$ cat src/ihc_pkg.sv
// constants and layouts for the indirect host configuration port
// ----------------------------------------------------------------
// How it works
// - four byte writes at addresses 0..3 build bits 7-0 up to 31-24 of a word
// - data and address lines are captured on the rising edge of the write strobe
// - writing address 4 makes a clocked pulse copying holding bytes to destination
// - all eight bits written to address 4 form the destination address
// - the transfer lands on the fourth clock after the destination write
// - transfer goes to the front-end or back-end domain by destination
// - with word 8 bit 29 set, gain loads only on sync input two
// - with word 0 bit 20 set, carrier frequency loads on sync input one
// - address lines pick a byte, driven on the falling edge of read strobe
// - read address 111 ignores the code and returns the status byte
// - status holds depth 6:4, empty 3, full 2, ready_n 1, done 0
// - code 100 returns the level detector low, middle, high bytes
// ----------------------------------------------------------------
package ihc_pkg;
   // ----------------------------------------------------------------
   // clock and timing
   // ----------------------------------------------------------------
   localparam int unsigned CLK_PERIOD_NS = 100;
   localparam int unsigned XFER_CYCLES   = 4;
   localparam logic [2:0]  XFER_CNT_INIT = 3'h4;
   localparam logic [2:0]  XFER_CNT_FIRE = 3'h1;
   localparam logic [2:0]  XFER_CNT_IDLE = 3'h0;

   // ----------------------------------------------------------------
   // host addresses
   // ----------------------------------------------------------------
   localparam logic [2:0] ADDR_HOLD0  = 3'h0;
   localparam logic [2:0] ADDR_HOLD1  = 3'h1;
   localparam logic [2:0] ADDR_HOLD2  = 3'h2;
   localparam logic [2:0] ADDR_HOLD3  = 3'h3;
   localparam logic [2:0] ADDR_DEST   = 3'h4;
   localparam logic [2:0] ADDR_RSEL   = 3'h5;
   localparam logic [2:0] RADDR_STAT  = 3'h7;

   // ----------------------------------------------------------------
   // read-source codes
   // ----------------------------------------------------------------
   localparam logic [2:0] RSRC_IQ     = 3'h0;
   localparam logic [2:0] RSRC_MAGPH  = 3'h1;
   localparam logic [2:0] RSRC_FREQ   = 3'h2;
   localparam logic [2:0] RSRC_LEVEL  = 3'h4;
   localparam logic [2:0] RSRC_AGC    = 3'h5;

   // ----------------------------------------------------------------
   // destination addresses and control bits
   // ----------------------------------------------------------------
   localparam logic [7:0] DEST_CW0       = 8'h00;
   localparam logic [7:0] DEST_CW8       = 8'h08;
   localparam logic [7:0] DEST_GAIN      = 8'h0a;
   localparam logic [7:0] DEST_NCO       = 8'h01;
   localparam int unsigned DEST_DOM_BIT  = 7;
   localparam int unsigned GAIN_SYNC_BIT = 29;
   localparam int unsigned NCO_SYNC_BIT  = 20;

   // ----------------------------------------------------------------
   // status byte layout
   // ----------------------------------------------------------------
   localparam int unsigned ST_DEPTH_LSB = 4;
   localparam int unsigned ST_EMPTY     = 3;
   localparam int unsigned ST_FULL      = 2;
   localparam int unsigned ST_READY_N   = 1;
   localparam int unsigned ST_DONE      = 0;

   localparam logic [7:0]  BYTE_ZERO    = 8'h00;
   localparam logic [31:0] WORD_ZERO    = 32'h0000_0000;
endpackage : ihc_pkg

$ cat src/ihc_host_port.sv
// eight-bit indirect host port: holding bytes, transfers and reads
`timescale 1ns/1ps
module ihc_host_port
   import ihc_pkg::*;
(
   input  wire logic        i_clk,
   input  wire logic        i_sys_rst,
   input  wire logic        i_wr_n,
   input  wire logic        i_rd_n,
   input  wire logic [2:0]  i_addr,
   input  wire logic [7:0]  i_data,
   output logic      [7:0]  o_data,
   output logic             o_data_oe,
   input  wire logic        i_sync_input_one,
   input  wire logic        i_sync_input_two,
   input  wire logic [31:0] i_src_iq,
   input  wire logic [31:0] i_src_magph,
   input  wire logic [15:0] i_src_freq,
   input  wire logic [31:0] i_src_agc,
   input  wire logic [23:0] i_level_det,
   input  wire logic [2:0]  i_fifo_depth,
   input  wire logic        i_fifo_empty,
   input  wire logic        i_fifo_full,
   input  wire logic        i_threshold_ready_n,
   input  wire logic        i_integ_done,
   output logic             o_fe_load,
   output logic             o_be_load,
   output logic      [7:0]  o_cfg_addr,
   output logic      [31:0] o_cfg_data,
   output logic      [31:0] o_gain_active,
   output logic      [31:0] o_nco_active
);
   // ----------------------------------------------------------------
   // helpers
   // ----------------------------------------------------------------
   function automatic logic [7:0] word_byte(input logic [31:0] w, input logic [1:0] idx);
      word_byte = w[{idx, 3'h0} +: 8];
   endfunction : word_byte

   // ----------------------------------------------------------------
   // state
   // ----------------------------------------------------------------
   logic        wr_n_r;
   logic        rd_n_r;
   logic [7:0]  hold_r [4];
   logic [7:0]  dest_r;
   logic [2:0]  rsrc_r;
   logic        xfer_start;
   logic        xfer_fire;
   logic        wr_rise;
   logic        rd_fall;
   logic [31:0] hold_word;
   logic        gain_sync_r;
   logic        nco_sync_r;
   logic        gain_pend_r;
   logic [31:0] nco_hold_r;
   logic        nco_pend_r;
   logic [7:0]  rd_byte;

   assign wr_rise    = !wr_n_r && i_wr_n;
   assign rd_fall    = rd_n_r && !i_rd_n;
   assign xfer_start = wr_rise && (i_addr == ADDR_DEST);
   assign hold_word  = {hold_r[3], hold_r[2], hold_r[1], hold_r[0]};

   // ----------------------------------------------------------------
   // strobe edge detection
   // ----------------------------------------------------------------
   always_ff @(posedge i_clk) begin
      if (i_sys_rst) begin
         wr_n_r <= 1'b1;
         rd_n_r <= 1'b1;
      end else begin
         wr_n_r <= i_wr_n;
         rd_n_r <= i_rd_n;
      end
   end

   // ----------------------------------------------------------------
   // host writes; values persist until the host writes again
   // ----------------------------------------------------------------
   always_ff @(posedge i_clk) begin
      if (i_sys_rst) begin
         for (int i = 0; i < 4; i++) begin
            hold_r[i] <= BYTE_ZERO;
         end
         dest_r <= BYTE_ZERO;
         rsrc_r <= RSRC_IQ;
      end else if (wr_rise) begin
         if (i_addr <= ADDR_HOLD3) begin
            hold_r[i_addr[1:0]] <= i_data;
         end else if (i_addr == ADDR_DEST) begin
            dest_r <= i_data;
         end else if (i_addr == ADDR_RSEL) begin
            rsrc_r <= i_data[2:0];
         end
      end
   end

   ihc_xfer_delay u_delay (
      .i_clk     (i_clk),
      .i_sys_rst (i_sys_rst),
      .i_start   (xfer_start),
      .o_fire    (xfer_fire)
   );

   // ----------------------------------------------------------------
   // transfer to the destination domain
   // ----------------------------------------------------------------
   // one clock here: the domain choice picks which load strobe fires,
   // the receiving register file retimes it into its own clock
   always_ff @(posedge i_clk) begin
      if (i_sys_rst) begin
         o_fe_load  <= 1'b0;
         o_be_load  <= 1'b0;
         o_cfg_addr <= BYTE_ZERO;
         o_cfg_data <= WORD_ZERO;
      end else begin
         o_fe_load <= xfer_fire && !dest_r[DEST_DOM_BIT];
         o_be_load <= xfer_fire && dest_r[DEST_DOM_BIT];
         if (xfer_fire) begin
            o_cfg_addr <= dest_r;
            o_cfg_data <= hold_word;
         end
      end
   end

   // ----------------------------------------------------------------
   // shadow copies of the sync enables
   // ----------------------------------------------------------------
   always_ff @(posedge i_clk) begin
      if (i_sys_rst) begin
         gain_sync_r <= 1'b0;
         nco_sync_r  <= 1'b0;
      end else if (xfer_fire) begin
         if (dest_r == DEST_CW8) begin
            gain_sync_r <= hold_word[GAIN_SYNC_BIT];
         end
         if (dest_r == DEST_CW0) begin
            nco_sync_r <= hold_word[NCO_SYNC_BIT];
         end
      end
   end

   // ----------------------------------------------------------------
   // gain: direct, or armed and moved from holding on sync two
   // ----------------------------------------------------------------
   always_ff @(posedge i_clk) begin
      if (i_sys_rst) begin
         o_gain_active <= WORD_ZERO;
         gain_pend_r   <= 1'b0;
      end else if (xfer_fire && dest_r == DEST_GAIN && !gain_sync_r) begin
         o_gain_active <= hold_word;
         gain_pend_r   <= 1'b0;
      end else if (xfer_fire && dest_r == DEST_GAIN) begin
         gain_pend_r <= 1'b1;
      end else if (gain_pend_r && i_sync_input_two) begin
         // reads the holding bytes at sync time, so they must not be reloaded meanwhile
         o_gain_active <= hold_word;
         gain_pend_r   <= 1'b0;
      end
   end

   // ----------------------------------------------------------------
   // carrier frequency: dedicated holding register, moved on sync one
   // ----------------------------------------------------------------
   always_ff @(posedge i_clk) begin
      if (i_sys_rst) begin
         nco_hold_r   <= WORD_ZERO;
         nco_pend_r   <= 1'b0;
         o_nco_active <= WORD_ZERO;
      end else if (xfer_fire && dest_r == DEST_NCO) begin
         nco_hold_r <= hold_word;
         nco_pend_r <= nco_sync_r;
         if (!nco_sync_r) begin
            o_nco_active <= hold_word;
         end
      end else if (nco_pend_r && i_sync_input_one) begin
         o_nco_active <= nco_hold_r;
         nco_pend_r   <= 1'b0;
      end
   end

   // ----------------------------------------------------------------
   // read byte selection
   // ----------------------------------------------------------------
   always_comb begin
      rd_byte = BYTE_ZERO;
      if (i_addr == RADDR_STAT) begin
         rd_byte = BYTE_ZERO;
         rd_byte[ST_DEPTH_LSB +: 3] = i_fifo_depth;
         rd_byte[ST_EMPTY]          = i_fifo_empty;
         rd_byte[ST_FULL]           = i_fifo_full;
         rd_byte[ST_READY_N]        = i_threshold_ready_n;
         rd_byte[ST_DONE]           = i_integ_done;
      end else begin
         case (rsrc_r)
            RSRC_IQ:    if (!i_addr[2]) rd_byte = word_byte(i_src_iq, i_addr[1:0]);
            RSRC_MAGPH: if (!i_addr[2]) rd_byte = word_byte(i_src_magph, i_addr[1:0]);
            RSRC_FREQ:  if (i_addr[2:1] == 2'h0) rd_byte = word_byte({16'h0000, i_src_freq},
                                                                      i_addr[1:0]);
            RSRC_LEVEL: if (i_addr <= ADDR_HOLD2) begin
               rd_byte = word_byte({8'h00, i_level_det}, i_addr[1:0]);
            end
            RSRC_AGC:   if (!i_addr[2]) rd_byte = word_byte(i_src_agc, i_addr[1:0]);
            default:    rd_byte = BYTE_ZERO;
         endcase
      end
   end

   // ----------------------------------------------------------------
   // read drive: byte latched at the falling read strobe
   // ----------------------------------------------------------------
   always_ff @(posedge i_clk) begin
      if (i_sys_rst) begin
         o_data    <= BYTE_ZERO;
         o_data_oe <= 1'b0;
      end else if (rd_fall) begin
         o_data    <= rd_byte;
         o_data_oe <= 1'b1;
      end else if (i_rd_n) begin
         o_data_oe <= 1'b0;
      end
   end
endmodule : ihc_host_port

$ cat src/ihc_xfer_delay.sv
// counts the clocks between a destination write and its transfer
`timescale 1ns/1ps
module ihc_xfer_delay
   import ihc_pkg::*;
(
   input  wire logic i_clk,
   input  wire logic i_sys_rst,
   input  wire logic i_start,
   output logic      o_fire
);
   logic [2:0] cnt_r;

   // ----------------------------------------------------------------
   // countdown; a new start restarts it, the host must not do that
   // ----------------------------------------------------------------
   always_ff @(posedge i_clk) begin
      if (i_sys_rst) begin
         cnt_r <= XFER_CNT_IDLE;
      end else if (i_start) begin
         cnt_r <= XFER_CNT_INIT;
      end else if (cnt_r != XFER_CNT_IDLE) begin
         cnt_r <= cnt_r - 3'h1;
      end
   end

   assign o_fire = (cnt_r == XFER_CNT_FIRE);
endmodule : ihc_xfer_delay

$ cat config.mk
export PLATFORM = sky130hd
export DESIGN_NAME = ihc_host_port
export DESIGN_NICKNAME = d
export VERILOG_FILES = /design/src/ihc_pkg.sv /design/src/ihc_host_port.sv /design/src/ihc_xfer_delay.sv
export SDC_FILE = /design/constraint.sdc
export NUM_CORES = 1
export LEC_CHECK = 0
export ABC_AREA = 0
export BUFFER_PORTS_ARGS = -buffer_cell sky130_fd_sc_hd__buf_4
export CAP_MARGIN = 30
export CORE_MARGIN = 2
export CORE_UTILIZATION = 40
export DETAILED_ROUTE_END_ITERATION = 8
export PLACE_DENSITY = 0.61
export SLEW_MARGIN = 25
export SYNTH_ARGS = -nofsm -noshare
export SYNTH_HDL_FRONTEND = slang
export SYNTH_SLANG_ARGS = --single-unit
$ cat constraint.sdc
create_clock -name i_clk -period 4.2 [get_ports i_clk]
set_input_delay 0.84 -clock i_clk [delete_from_list [all_inputs] [get_ports i_clk]]
set_output_delay 0.84 -clock i_clk [all_outputs]
set_load 0.02 [all_outputs]
==> flow_summary_export.csv, run 1 <==
group,metric,value,unit
routing,totalWireLength,28500,um
logic_synthesis,synth_fp_nets,1222,
min_path,holdCritPathClass,"flop to flop",
logic_synthesis,async_flop_share,0,
power_and_ir_drop,pwr-share-clk,0.368,
job,max_cap_viol_count,0,
floorplan,die_y,156,um
routing,wl_per_cell,18.1,um
timing,hold_viol,0,
clock_tree,clockBufferDepth,2,
global_routing,grt.total_usage,0.231,
worst_setup_path,r2r-start,"u_delay.cnt_r[0]$_SDFFE_PP0P_",
place,dp_hpwl,20200,um
worst_setup_path,r2r-end,"o_gain_active[0]$_SDFFE_PP0P_",
layout,antennaDiodeCount,0,
worst_setup_path,critical-path-max-stage-delay,0.56,ns
floorplan,dieWidth,156,um
floorplan,pin_count,275,
floorplan,placementRows,55,
timing,rsz0062_at_grt,"false",
clock_tree,numClockSinks,199,
worst_setup_path,cp-end-kind,"flop",
logic_synthesis,syn_area,9240,um^2
place,place_area,11400,um^2
floorplan,initial_utilization,0.408,
clock_tree,cts_setup_buffers,0,
routing,first_pass_iters,4,
global_routing,grt_overflow,0,
logic_synthesis,yosysWarnings,0,
power_and_ir_drop,switching_share,0.268,
timing,fin_crit_sh,0.510,
place,pre_cts_ws,1.62,ns
clock_tree,cts-htree-levels,4,
routing,vias,8407,
global_routing,grt_pass1_vias,8042,
logic_synthesis,syn_inst,1058,
status,status,"completed",
routing,drt_iter0_markers,471,
worst_setup_path,cp.required,4.57,ns
worst_setup_path,crit_chain,"buf_4, buf_4, mux2i_1, a22oi_1, nand4_1, a31oi_1",
clock_tree,root_buffer,"clkbuf_16",
layout,finalInstanceArea,12000,um^2
layout,synthToLayoutAreaGrowth,30.0,%
timing,worst_clock_skew,0.00970,ns
logic_synthesis,syn_avg_cell_area,8.74,um^2
power_and_ir_drop,p_int,3.21,mW
power_and_ir_drop,leakage,5.02,nW
global_routing,grt_pass1_wl,44000,um
timing,fin_ws,2.06,ns
routing,drcViolationCount,0,
clock_tree,cts.repair.resized,0,
routing,ant_nets,0,
clock_tree,clock_latency,0.43,ns
timing,setup_viol_count_final,0,
place,io_buffers,274,
timing,tightest_slew,0.829,ns
clock_tree,cts_tree,"built",
timing,slew_headroom,0.443,
logic_synthesis,ys_ff_latch,199,
min_path,hold_path_end,"nco_hold_r[2]$_SDFFE_PP0P_",
timing,max_clock_freq,467,MHz
logic_synthesis,ys_seq_area_frac,0.466,
clock_tree,cts.clk_slew.worst_paths,0.07,ns
place,globalplace.congestion,0.857,
timing,slew_viol_final,0,
worst_setup_path,cp-start-kind,"input pin",
worst_setup_path,crit_type,"input pin to flop",
timing,fin_setup_tns,0,ns
worst_setup_path,critPathArrivalTime,2.51,ns
worst_setup_path,slowest_stage,"buf_4",
worst_setup_path,reg2reg_depth,5,
global_routing,antenna_found_initial,0,
min_path,hp-start,"nco_hold_r[2]$_SDFFE_PP0P_",
layout,final.fill_count,2134,
global_routing,grt_max_degree,98,
power_and_ir_drop,seq_power_share,0.468,
floorplan,core_area,22600,um^2
clock_tree,hold_buffers,0,
routing,vias_per_cell,5.34,
logic_synthesis,synth_ff_type,"dfxtp_1",
min_path,holdPathStages,2,
worst_setup_path,crit_path_max_fanout,50,
logic_synthesis,synth-edff-count,32,
power_and_ir_drop,power_density,365,nW/um^2
power_and_ir_drop,power_frac_comb,0.164,
worst_setup_path,reg2reg_slack,2.10,ns
worst_setup_path,crit_path_frequent_cell,"buf_4",
layout,final_layout_size_suffix_gt1_frac,0.263,
floorplan,die_area,24300,um^2
clock_tree,cts_buffers,17,
power_and_ir_drop,ir_drop,0.221,mV
timing,min_period,2.14,ns
layout,final_net_count,1441,
logic_synthesis,ys_types,46,
power_and_ir_drop,switching_power,1.18,mW
per-layer routing:
layer	track usage	share of wire	vias to the layer above
met2	0.391	0.50	282
met1	0.287	0.41	3894
met5	0	0	-
met3	0.0458	0.053	57
li1	-	-	4174
met4	0.102	0.037	0
stage by stage:
step	cells	utilization	hold slack (ns)	total power, mW
after floorplan	1058	-	0.437	2.48
after global placement	1539	0.502	0.442	2.79
after detailed placement	1541	0.504	0.447	2.82
after CTS	1572	0.530	0.455	4.43
after global routing	1574	0.531	0.472	4.57
final	1574	0.531	0.453	4.38
power groups by stage:
stage | Sequential, mW | Combinational, mW | Clock, mW
after detailed placement | 2.10 | 0.721 | 0
after floorplan | 2.13 | 0.347 | 0
after global routing | 2.06 | 0.787 | 1.73
after CTS | 2.05 | 0.726 | 1.65
after global placement | 2.09 | 0.696 | 0
final | 2.05 | 0.719 | 1.61
cell families (layout without fill, tap and decap cells):
kind of cell	count (synthesis)	after routing	share of synthesized area
flops	199	199	0.466
mux	91	91	0.111
fa+ha+maj	4	4	0.00541
compound gates	205	205	0.144
buf+inv	97	328	0.0443
xor+xnor	1	1	0.000948
simple gates	461	461	0.229
cells in the mapped netlist, drive strengths merged (2+ instances only):
cell type    n  area [um^2]
buf         19          116
dfxtp      167         3340
nor4         3         33.8
or4b         2         20.0
a22oi        7         52.6
a211oi      32          240
inv          8         30.0
edfxtp      32          961
a311oi      40          350
o22ai        7         43.8
o21a         2         15.0
o21ai       10         50.1
mux2i       81          811
clkbuf      70          263
a31oi        9         56.3
nor3         9         50.1
nor4b        2         30.0
and3        18          113
a21oi       88          440
nand4       16          100
nor2b       37          231
nand2b       4         25.0
a21o         6         45.0
nand2      294         1100
nor2        14         52.6
nand3b       5         37.5
nand3       33          165
ha           4         50.1
or2          2         12.5
and2        18          113
mux4         9          203
registers in the layout, summed over array words and instances, names as in the netlist, 3 cells and up:
register,cells
u_delay.cnt_r,3
dest_r,8
nco_hold_r,32
o_cfg_addr,8
rsrc_r,3
hold_r,32
o_cfg_data,32
o_gain_active,32
o_data,8
o_nco_active,32
how the worst max path moves through the flow:
stage                             startpoint                            end  slack, ns  depth (start not counted)
2_1_floorplan                      i_addr[0]     hold_r[0][0]$_SDFFCE_PN0P_       1.94                          6
3_3_place_gp                       i_addr[1]         o_data[2]$_SDFFE_PP0P_       1.46                          4
3_5_place_dp                       i_addr[0]         o_data[5]$_SDFFE_PP0P_       1.62                          6
4_1_cts        u_delay.cnt_r[1]$_SDFFE_PP0P_  o_nco_active[27]$_SDFFE_PP0P_       2.02                          7
5_1_grt        u_delay.cnt_r[0]$_SDFFE_PP0P_  o_nco_active[26]$_SDFFE_PP0P_       1.89                          7
6_report                           i_addr[0]         o_data[5]$_SDFFE_PP0P_       2.06                          6
layout make-up:
| cell class | instances | area (um^2) | area share |
|---|---|---|---|
| repair buffers | 289 | 2200 | 0.183 |
| flip-flops and latches | 199 | 4310 | 0.358 |
| clock inverters | 9 | 90.1 | 0.00749 |
| well taps | 285 | 357 | 0.0297 |
| clock buffers | 22 | 495 | 0.0412 |
| inverters | 8 | 30.0 | 0.00250 |
| multi-input cells | 762 | 4540 | 0.378 |
critical path: cells and delay by family:
family / cells / cell delay (ns)
AND/OR/NAND/NOR: 1 / 0.13
AO/OA/AOI/OAI: 2 / 0.36
buffers and inverters: 2 / 1.02
multiplexers: 1 / 0.13
placed cells by master, fill, tap and decap left out, types with 2 or more instances in the layout:
cell	n
o21ai_0	10
mux2i_1	81
nand3_1	33
o22ai_1	7
nand2_1	294
clkbuf_16	18
nor2_1	14
clkinv_2	2
or2_2	2
nor3_1	8
or4b_1	2
nand3b_1	5
clkinv_4	3
a22oi_1	7
a21oi_1	88
nand4_1	16
buf_4	286
a31oi_1	9
clkinvlp_4	2
inv_1	7
edfxtp_1	32
o21a_1	2
nand2b_1	4
dfxtp_1	166
mux4_2	9
nor2b_1	36
ha_1	4
a211oi_1	32
nor4_1	2
a21o_1	6
and2_1	17
and3_1	18
a311oi_1	40
clkbuf_8	3
nor4b_2	2
Note: power is estimated with default switching activity, not from simulation.
==> run 2: changes to the inputs <==
==> constraint.sdc (replaced) <==
create_clock -name i_clk -period 2.2 [get_ports i_clk]
set_input_delay 0.44 -clock i_clk [delete_from_list [all_inputs] [get_ports i_clk]]
set_output_delay 0.44 -clock i_clk [all_outputs]
set_load 0.02 [all_outputs]
==> run 2 against run 1 <==
  * Utilization increased by 0.57 points
  * First-iteration DRC count decreased by 12%
  * Via count increased by 0.11%
  * Die area unchanged
  * Global-route usage about the same
  * Sequential cell count unchanged
  * Largest power group unchanged
  * Highest routed layer unchanged
==> flow_summary_export.csv, run 2 (synthesis gave the netlist of run 1 again) <==
group,metric,value,unit
routing,totalWireLength,28700,um
worst_setup_path,reg2reg_slack,0.29,ns
floorplan,pin_count,275,
clock_tree,cts.clk_slew.worst_paths,0.07,ns
worst_setup_path,cp.required,2.56,ns
worst_setup_path,slowest_stage,"dfxtp_1",
global_routing,grt.total_usage,0.232,
timing,fin_crit_sh,0.869,
timing,slew_headroom,0.410,
timing,slew_viol_final,0,
routing,drt_iter0_markers,415,
timing,hold_viol,0,
clock_tree,cts.repair.resized,0,
min_path,holdPathStages,2,
routing,ant_nets,0,
worst_setup_path,r2r-start,"u_delay.cnt_r[0]$_SDFFE_PP0P_",
timing,fin_setup_tns,0,ns
floorplan,die_area,24300,um^2
power_and_ir_drop,leakage,5.09,nW
power_and_ir_drop,ir_drop,0.420,mV
routing,first_pass_iters,5,
timing,worst_clock_skew,0.00909,ns
routing,drcViolationCount,0,
worst_setup_path,reg2reg_depth,6,
place,globalplace.congestion,0.837,
worst_setup_path,crit_chain,"ha_1, nor4b_2, nand4_1, mux2_2, buf_12, mux2i_1",
worst_setup_path,r2r-end,"o_gain_active[1]$_SDFFE_PP0P_",
layout,layout_common_cells,"nand2_1 (294), buf_4 (294), dfxtp_1 (166)",
timing,tightest_slew,0.883,ns
clock_tree,cts_buffers,17,
layout,synthToLayoutAreaGrowth,31.4,%
global_routing,grt_pass1_vias,8102,
clock_tree,clockBufferDepth,2,
global_routing,grt_pass1_wl,44000,um
job,max_cap_viol_count,0,
layout,final_layout_size_suffix_gt1_frac,0.271,
global_routing,antenna_found_initial,0,
routing,vias_per_cell,5.31,
floorplan,die_y,156,um
timing,rsz0062_at_grt,"false",
layout,final_net_count,1452,
clock_tree,hold_buffers,0,
power_and_ir_drop,power_density,698,nW/um^2
floorplan,core_area,22600,um^2
clock_tree,cts-htree-levels,4,
place,dp_hpwl,20900,um
routing,vias,8416,
layout,final.fill_count,2167,
worst_setup_path,cp-end-kind,"flop",
clock_tree,cts_setup_buffers,0,
status,status,"completed",
timing,setup_viol_count_final,0,
floorplan,placementRows,55,
min_path,hp-start,"i_wr_n",
global_routing,grt_overflow,0,
place,io_buffers,274,
routing,wl_per_cell,18.1,um
worst_setup_path,worst-path-buf-inv,1,
clock_tree,numClockSinks,199,
timing,max_clock_freq,523,MHz
clock_tree,root_buffer,"clkbuf_16",
place,place_area,11600,um^2
floorplan,dieWidth,156,um
floorplan,initial_utilization,0.408,
clock_tree,clock_latency,0.43,ns
worst_setup_path,crit_type,"flop to flop",
min_path,holdCritPathClass,"input pin to flop",
clock_tree,cts_tree,"built",
global_routing,grt_max_degree,128,
worst_setup_path,critical-path-max-stage-delay,0.37,ns
layout,finalInstanceArea,12200,um^2
worst_setup_path,crit_path_max_fanout,32,
layout,antennaDiodeCount,0,
min_path,hold_path_end,"wr_n_r$_SDFF_PP1_",
worst_setup_path,critPathArrivalTime,2.28,ns
worst_setup_path,cp-start-kind,"flop",
worst_setup_path,cp_top_family,"multiplexers",
timing,min_period,1.91,ns
-- run 2: cell types whose count changed in the layout (fill, tap and decap cells not counted), sizes merged --
cell	delta
buf	+12
inv	+5
clkbuf	-4
bufinv	+1
clkinv	-1
clkinvlp	-1
-- run 2: power breakdown --
group / switching, mW / internal [mW] / leakage (nW)
registers: 0.0981 / 3.82 / 1.69
clock network: 1.43 / 1.75 / 0.295
logic: 0.789 / 0.590 / 3.10
-- run 2: stage by stage --
step                      cells  total power [mW]  hold WS [ns]  setup slack, ns   util
after floorplan            1058              4.73         0.437            0.338      -
after global placement     1554              5.38         0.442            0.264  0.510
after detailed placement   1554              5.39         0.447            0.228  0.510
after CTS                  1586              8.55         0.197            0.279  0.537
after global routing       1586              8.83         0.206            0.130  0.537
final                      1586              8.48         0.209            0.288  0.537
-- run 2: worst max-delay path by stage --
stage                                                 to  slack [ns]                          start  depth (start not counted)
after global routing      o_gain_active[14]$_SDFFE_PP0P_        0.13  u_delay.cnt_r[0]$_SDFFE_PP0P_                          6
after floorplan               hold_r[0][0]$_SDFFCE_PN0P_        0.34                      i_addr[0]                          6
after CTS                  o_gain_active[1]$_SDFFE_PP0P_        0.28  u_delay.cnt_r[0]$_SDFFE_PP0P_                          6
after detailed placement      hold_r[2][5]$_SDFFCE_PN0P_        0.23                      i_addr[2]                          6
after global placement        hold_r[2][6]$_SDFFCE_PN0P_        0.26                      i_addr[2]                          6
final                      o_gain_active[1]$_SDFFE_PP0P_        0.29  u_delay.cnt_r[0]$_SDFFE_PP0P_                          6
-- run 2: area by class of cell --
type                            count  area [um^2]  share of cell area
Clock buffer                       19          453              0.0373
Sequential cell                   199         4310               0.354
Timing Repair Buffer              300         2330               0.192
Clock inverter                     13          140              0.0115
Multi-Input combinational cell    762         4540               0.373
Tap cell                          285          357              0.0293
Inverter                            8         30.0             0.00247
-- run 2: layer usage --
layer	share of wire	global-route usage	vias up
met3	0.051	0.0436	45
met5	0	0	-
met1	0.42	0.283	3925
met2	0.50	0.400	261
li1	-	-	4185
met4	0.035	0.0992	0
==> run 3: changes to the inputs <==
==> constraint.sdc (replaced) <==
create_clock -name i_clk -period 2.3 [get_ports i_clk]
set_input_delay 0.46 -clock i_clk [delete_from_list [all_inputs] [get_ports i_clk]]
set_output_delay 0.46 -clock i_clk [all_outputs]
set_load 0.02 [all_outputs]
==> run 3 against run 2 <==
  * Clock power is essentially flat
  * Combinational power decreased by 4%
  * Wire length shrank 0.76%
  * Via count about the same
  * Highest routed layer unchanged
  * Non-clock buffer count grew 1
  * Clock skew barely moved
==> flow_summary_export.csv, run 3 (synthesis gave the netlist of run 1 again) <==
group,metric,value,unit
clock_tree,cts.repair.resized,0,
timing,hold_ws,0.238,ns
power_and_ir_drop,ir_drop,0.361,mV
min_path,hp-start,"i_wr_n",
worst_setup_path,cp-start-kind,"flop",
floorplan,die_y,156,um
floorplan,placementRows,55,
worst_setup_path,reg2reg_slack,0.34,ns
power_and_ir_drop,switching_share,0.263,
timing,fin_crit_sh,0.853,
floorplan,pin_count,275,
worst_setup_path,critPathArrivalTime,2.32,ns
routing,ant_nets,0,
status,status,"completed",
clock_tree,root_buffer,"clkbuf_16",
floorplan,initial_utilization,0.408,
place,dpl.cell_count,1555,
clock_tree,numClockSinks,199,
layout,final_util,0.538,
routing,vias,8424,
place,io_buffers,274,
floorplan,core_area,22600,um^2
timing,tightest_slew,0.664,ns
min_path,hold_path_end,"wr_n_r$_SDFF_PP1_",
global_routing,grt_pass1_vias,7932,
floorplan,dieWidth,156,um
global_routing,grt.total_usage,0.231,
clock_tree,clock_latency,0.43,ns
routing,drcViolationCount,0,
timing,slew_viol_final,0,
layout,multi_input_area,4540,um^2
global_routing,grt_pass1_wl,43700,um
floorplan,die_area,24300,um^2
clock_tree,cts_tree,"built",
clock_tree,cts_setup_buffers,0,
layout,final.fill_count,2108,
timing,fin_ws,0.338,ns
timing,worst_clock_skew,0.00943,ns
timing,max_clock_freq,510,MHz
worst_setup_path,cp.required,2.65,ns
worst_setup_path,r2r-end,"o_gain_active[25]$_SDFFE_PP0P_",
routing,wl_per_cell,17.9,um
power_and_ir_drop,pwr-share-clk,0.384,
worst_setup_path,crit_path_max_fanout,32,
clock_tree,cts_buffers,17,
power_and_ir_drop,p_int,6.06,mW
timing,fin_setup_tns,0,ns
clock_tree,cts.clk_slew.worst_paths,0.07,ns
timing,hold_viol,0,
place,dp_hpwl,20500,um
timing,rsz0062_at_grt,"false",
power_and_ir_drop,leakage,5.11,nW
power_and_ir_drop,switching_power,2.16,mW
timing,slew_headroom,0.557,
global_routing,grt_overflow,0,
worst_setup_path,reg2reg_depth,7,
layout,final_layout_size_suffix_gt1_frac,0.270,
routing,vias_per_cell,5.30,
clock_tree,cts-htree-levels,4,
power_and_ir_drop,power_density,675,nW/um^2
timing,setup_viol_count_final,0,
layout,fin_cells,1588,
worst_setup_path,r2r-start,"u_delay.cnt_r[1]$_SDFFE_PP0P_",
worst_setup_path,crit_type,"flop to flop",
place,place_area,11600,um^2
power_and_ir_drop,power_frac_comb,0.160,
global_routing,antenna_found_initial,1,
global_routing,grt_max_degree,128,
power_and_ir_drop,total_power,8.23,mW
layout,seq_area,4310,um^2
place,globalplace.congestion,0.890,
layout,finalInstanceArea,12200,um^2
min_path,holdCritPathClass,"input pin to flop",
routing,totalWireLength,28400,um
worst_setup_path,cp-end-kind,"flop",
min_path,holdPathStages,2,
layout,synthToLayoutAreaGrowth,31.9,%
clock_tree,hold_buffers,0,
place,pre_cts_ws,0.332,ns
layout,layout_common_cells,"buf_4 (295), nand2_1 (294), dfxtp_1 (166)",
power_and_ir_drop,seq_power_share,0.456,
job,max_cap_viol_count,0,
routing,first_pass_iters,5,
layout,final_common_cell,"buf_4",
routing,drt_iter0_markers,456,
clock_tree,clockBufferDepth,2,
layout,final_net_count,1453,
timing,min_period,1.96,ns
## run 3: cell count changes in the layout (fill, tap and decap cells not counted), sizes merged
| cell | previous run | this run |
|---|---|---|
| buf | 300 | 301 |
| bufinv | 2 | 3 |
| clkbuf | 19 | 22 |
| clkinv | 4 | 3 |
| diode | 0 | 1 |
| inv | 14 | 11 |
## run 3: layout make-up
class,instances,share of cell area
antenna,1,0.000205
clock buffer,22,0.0398
clock inverter,10,0.0114
timing repair buffer,301,0.192
sequential,199,0.353
multi-input combinational,762,0.372
tap,285,0.0292
inverter,8,0.00246
## run 3: power groups by stage
| stage | clock network (mW) | registers [mW] | logic (mW) |
|---|---|---|---|
| after floorplan | 0 | 3.90 | 0.634 |
| after global placement | 0 | 3.83 | 1.32 |
| after CTS | 3.20 | 3.75 | 1.34 |
| after global routing | 3.37 | 3.76 | 1.44 |
| after detailed placement | 0 | 3.83 | 1.33 |
| final | 3.16 | 3.75 | 1.32 |
## run 3: worst max path at each step
stage / from / to / slack, ns
final: u_delay.cnt_r[1]$_SDFFE_PP0P_ / o_gain_active[25]$_SDFFE_PP0P_ / 0.34
after global routing: u_delay.cnt_r[1]$_SDFFE_PP0P_ / o_nco_active[15]$_SDFFE_PP0P_ / 0.18
after CTS: u_delay.cnt_r[1]$_SDFFE_PP0P_ / o_gain_active[25]$_SDFFE_PP0P_ / 0.32
after detailed placement: i_addr[0] / o_data[4]$_SDFFE_PP0P_ / 0.33
after global placement: i_addr[0] / o_data[4]$_SDFFE_PP0P_ / 0.37
after floorplan: i_addr[0] / hold_r[0][0]$_SDFFCE_PN0P_ / 0.42
## run 3: layer usage
| metal | GRT usage | vias to the layer above | wire (um) |
|---|---|---|---|
| li1 | - | 4189 | - |
| met1 | 0.287 | 3933 | 11900 |
| met2 | 0.404 | 268 | 14300 |
| met3 | 0.0458 | 34 | 1530 |
| met4 | 0.0703 | 0 | 619 |
| met5 | 0 | - | 0 |
## run 3: worst max-delay path: stages, from the launching register on
cell     delay [ns]
dfxtp_1        0.31
inv_1          0.08
ha_1           0.21
nor4b_2        0.27
nand4_1        0.21
mux2_2         0.30
buf_12         0.26
mux2i_1        0.23
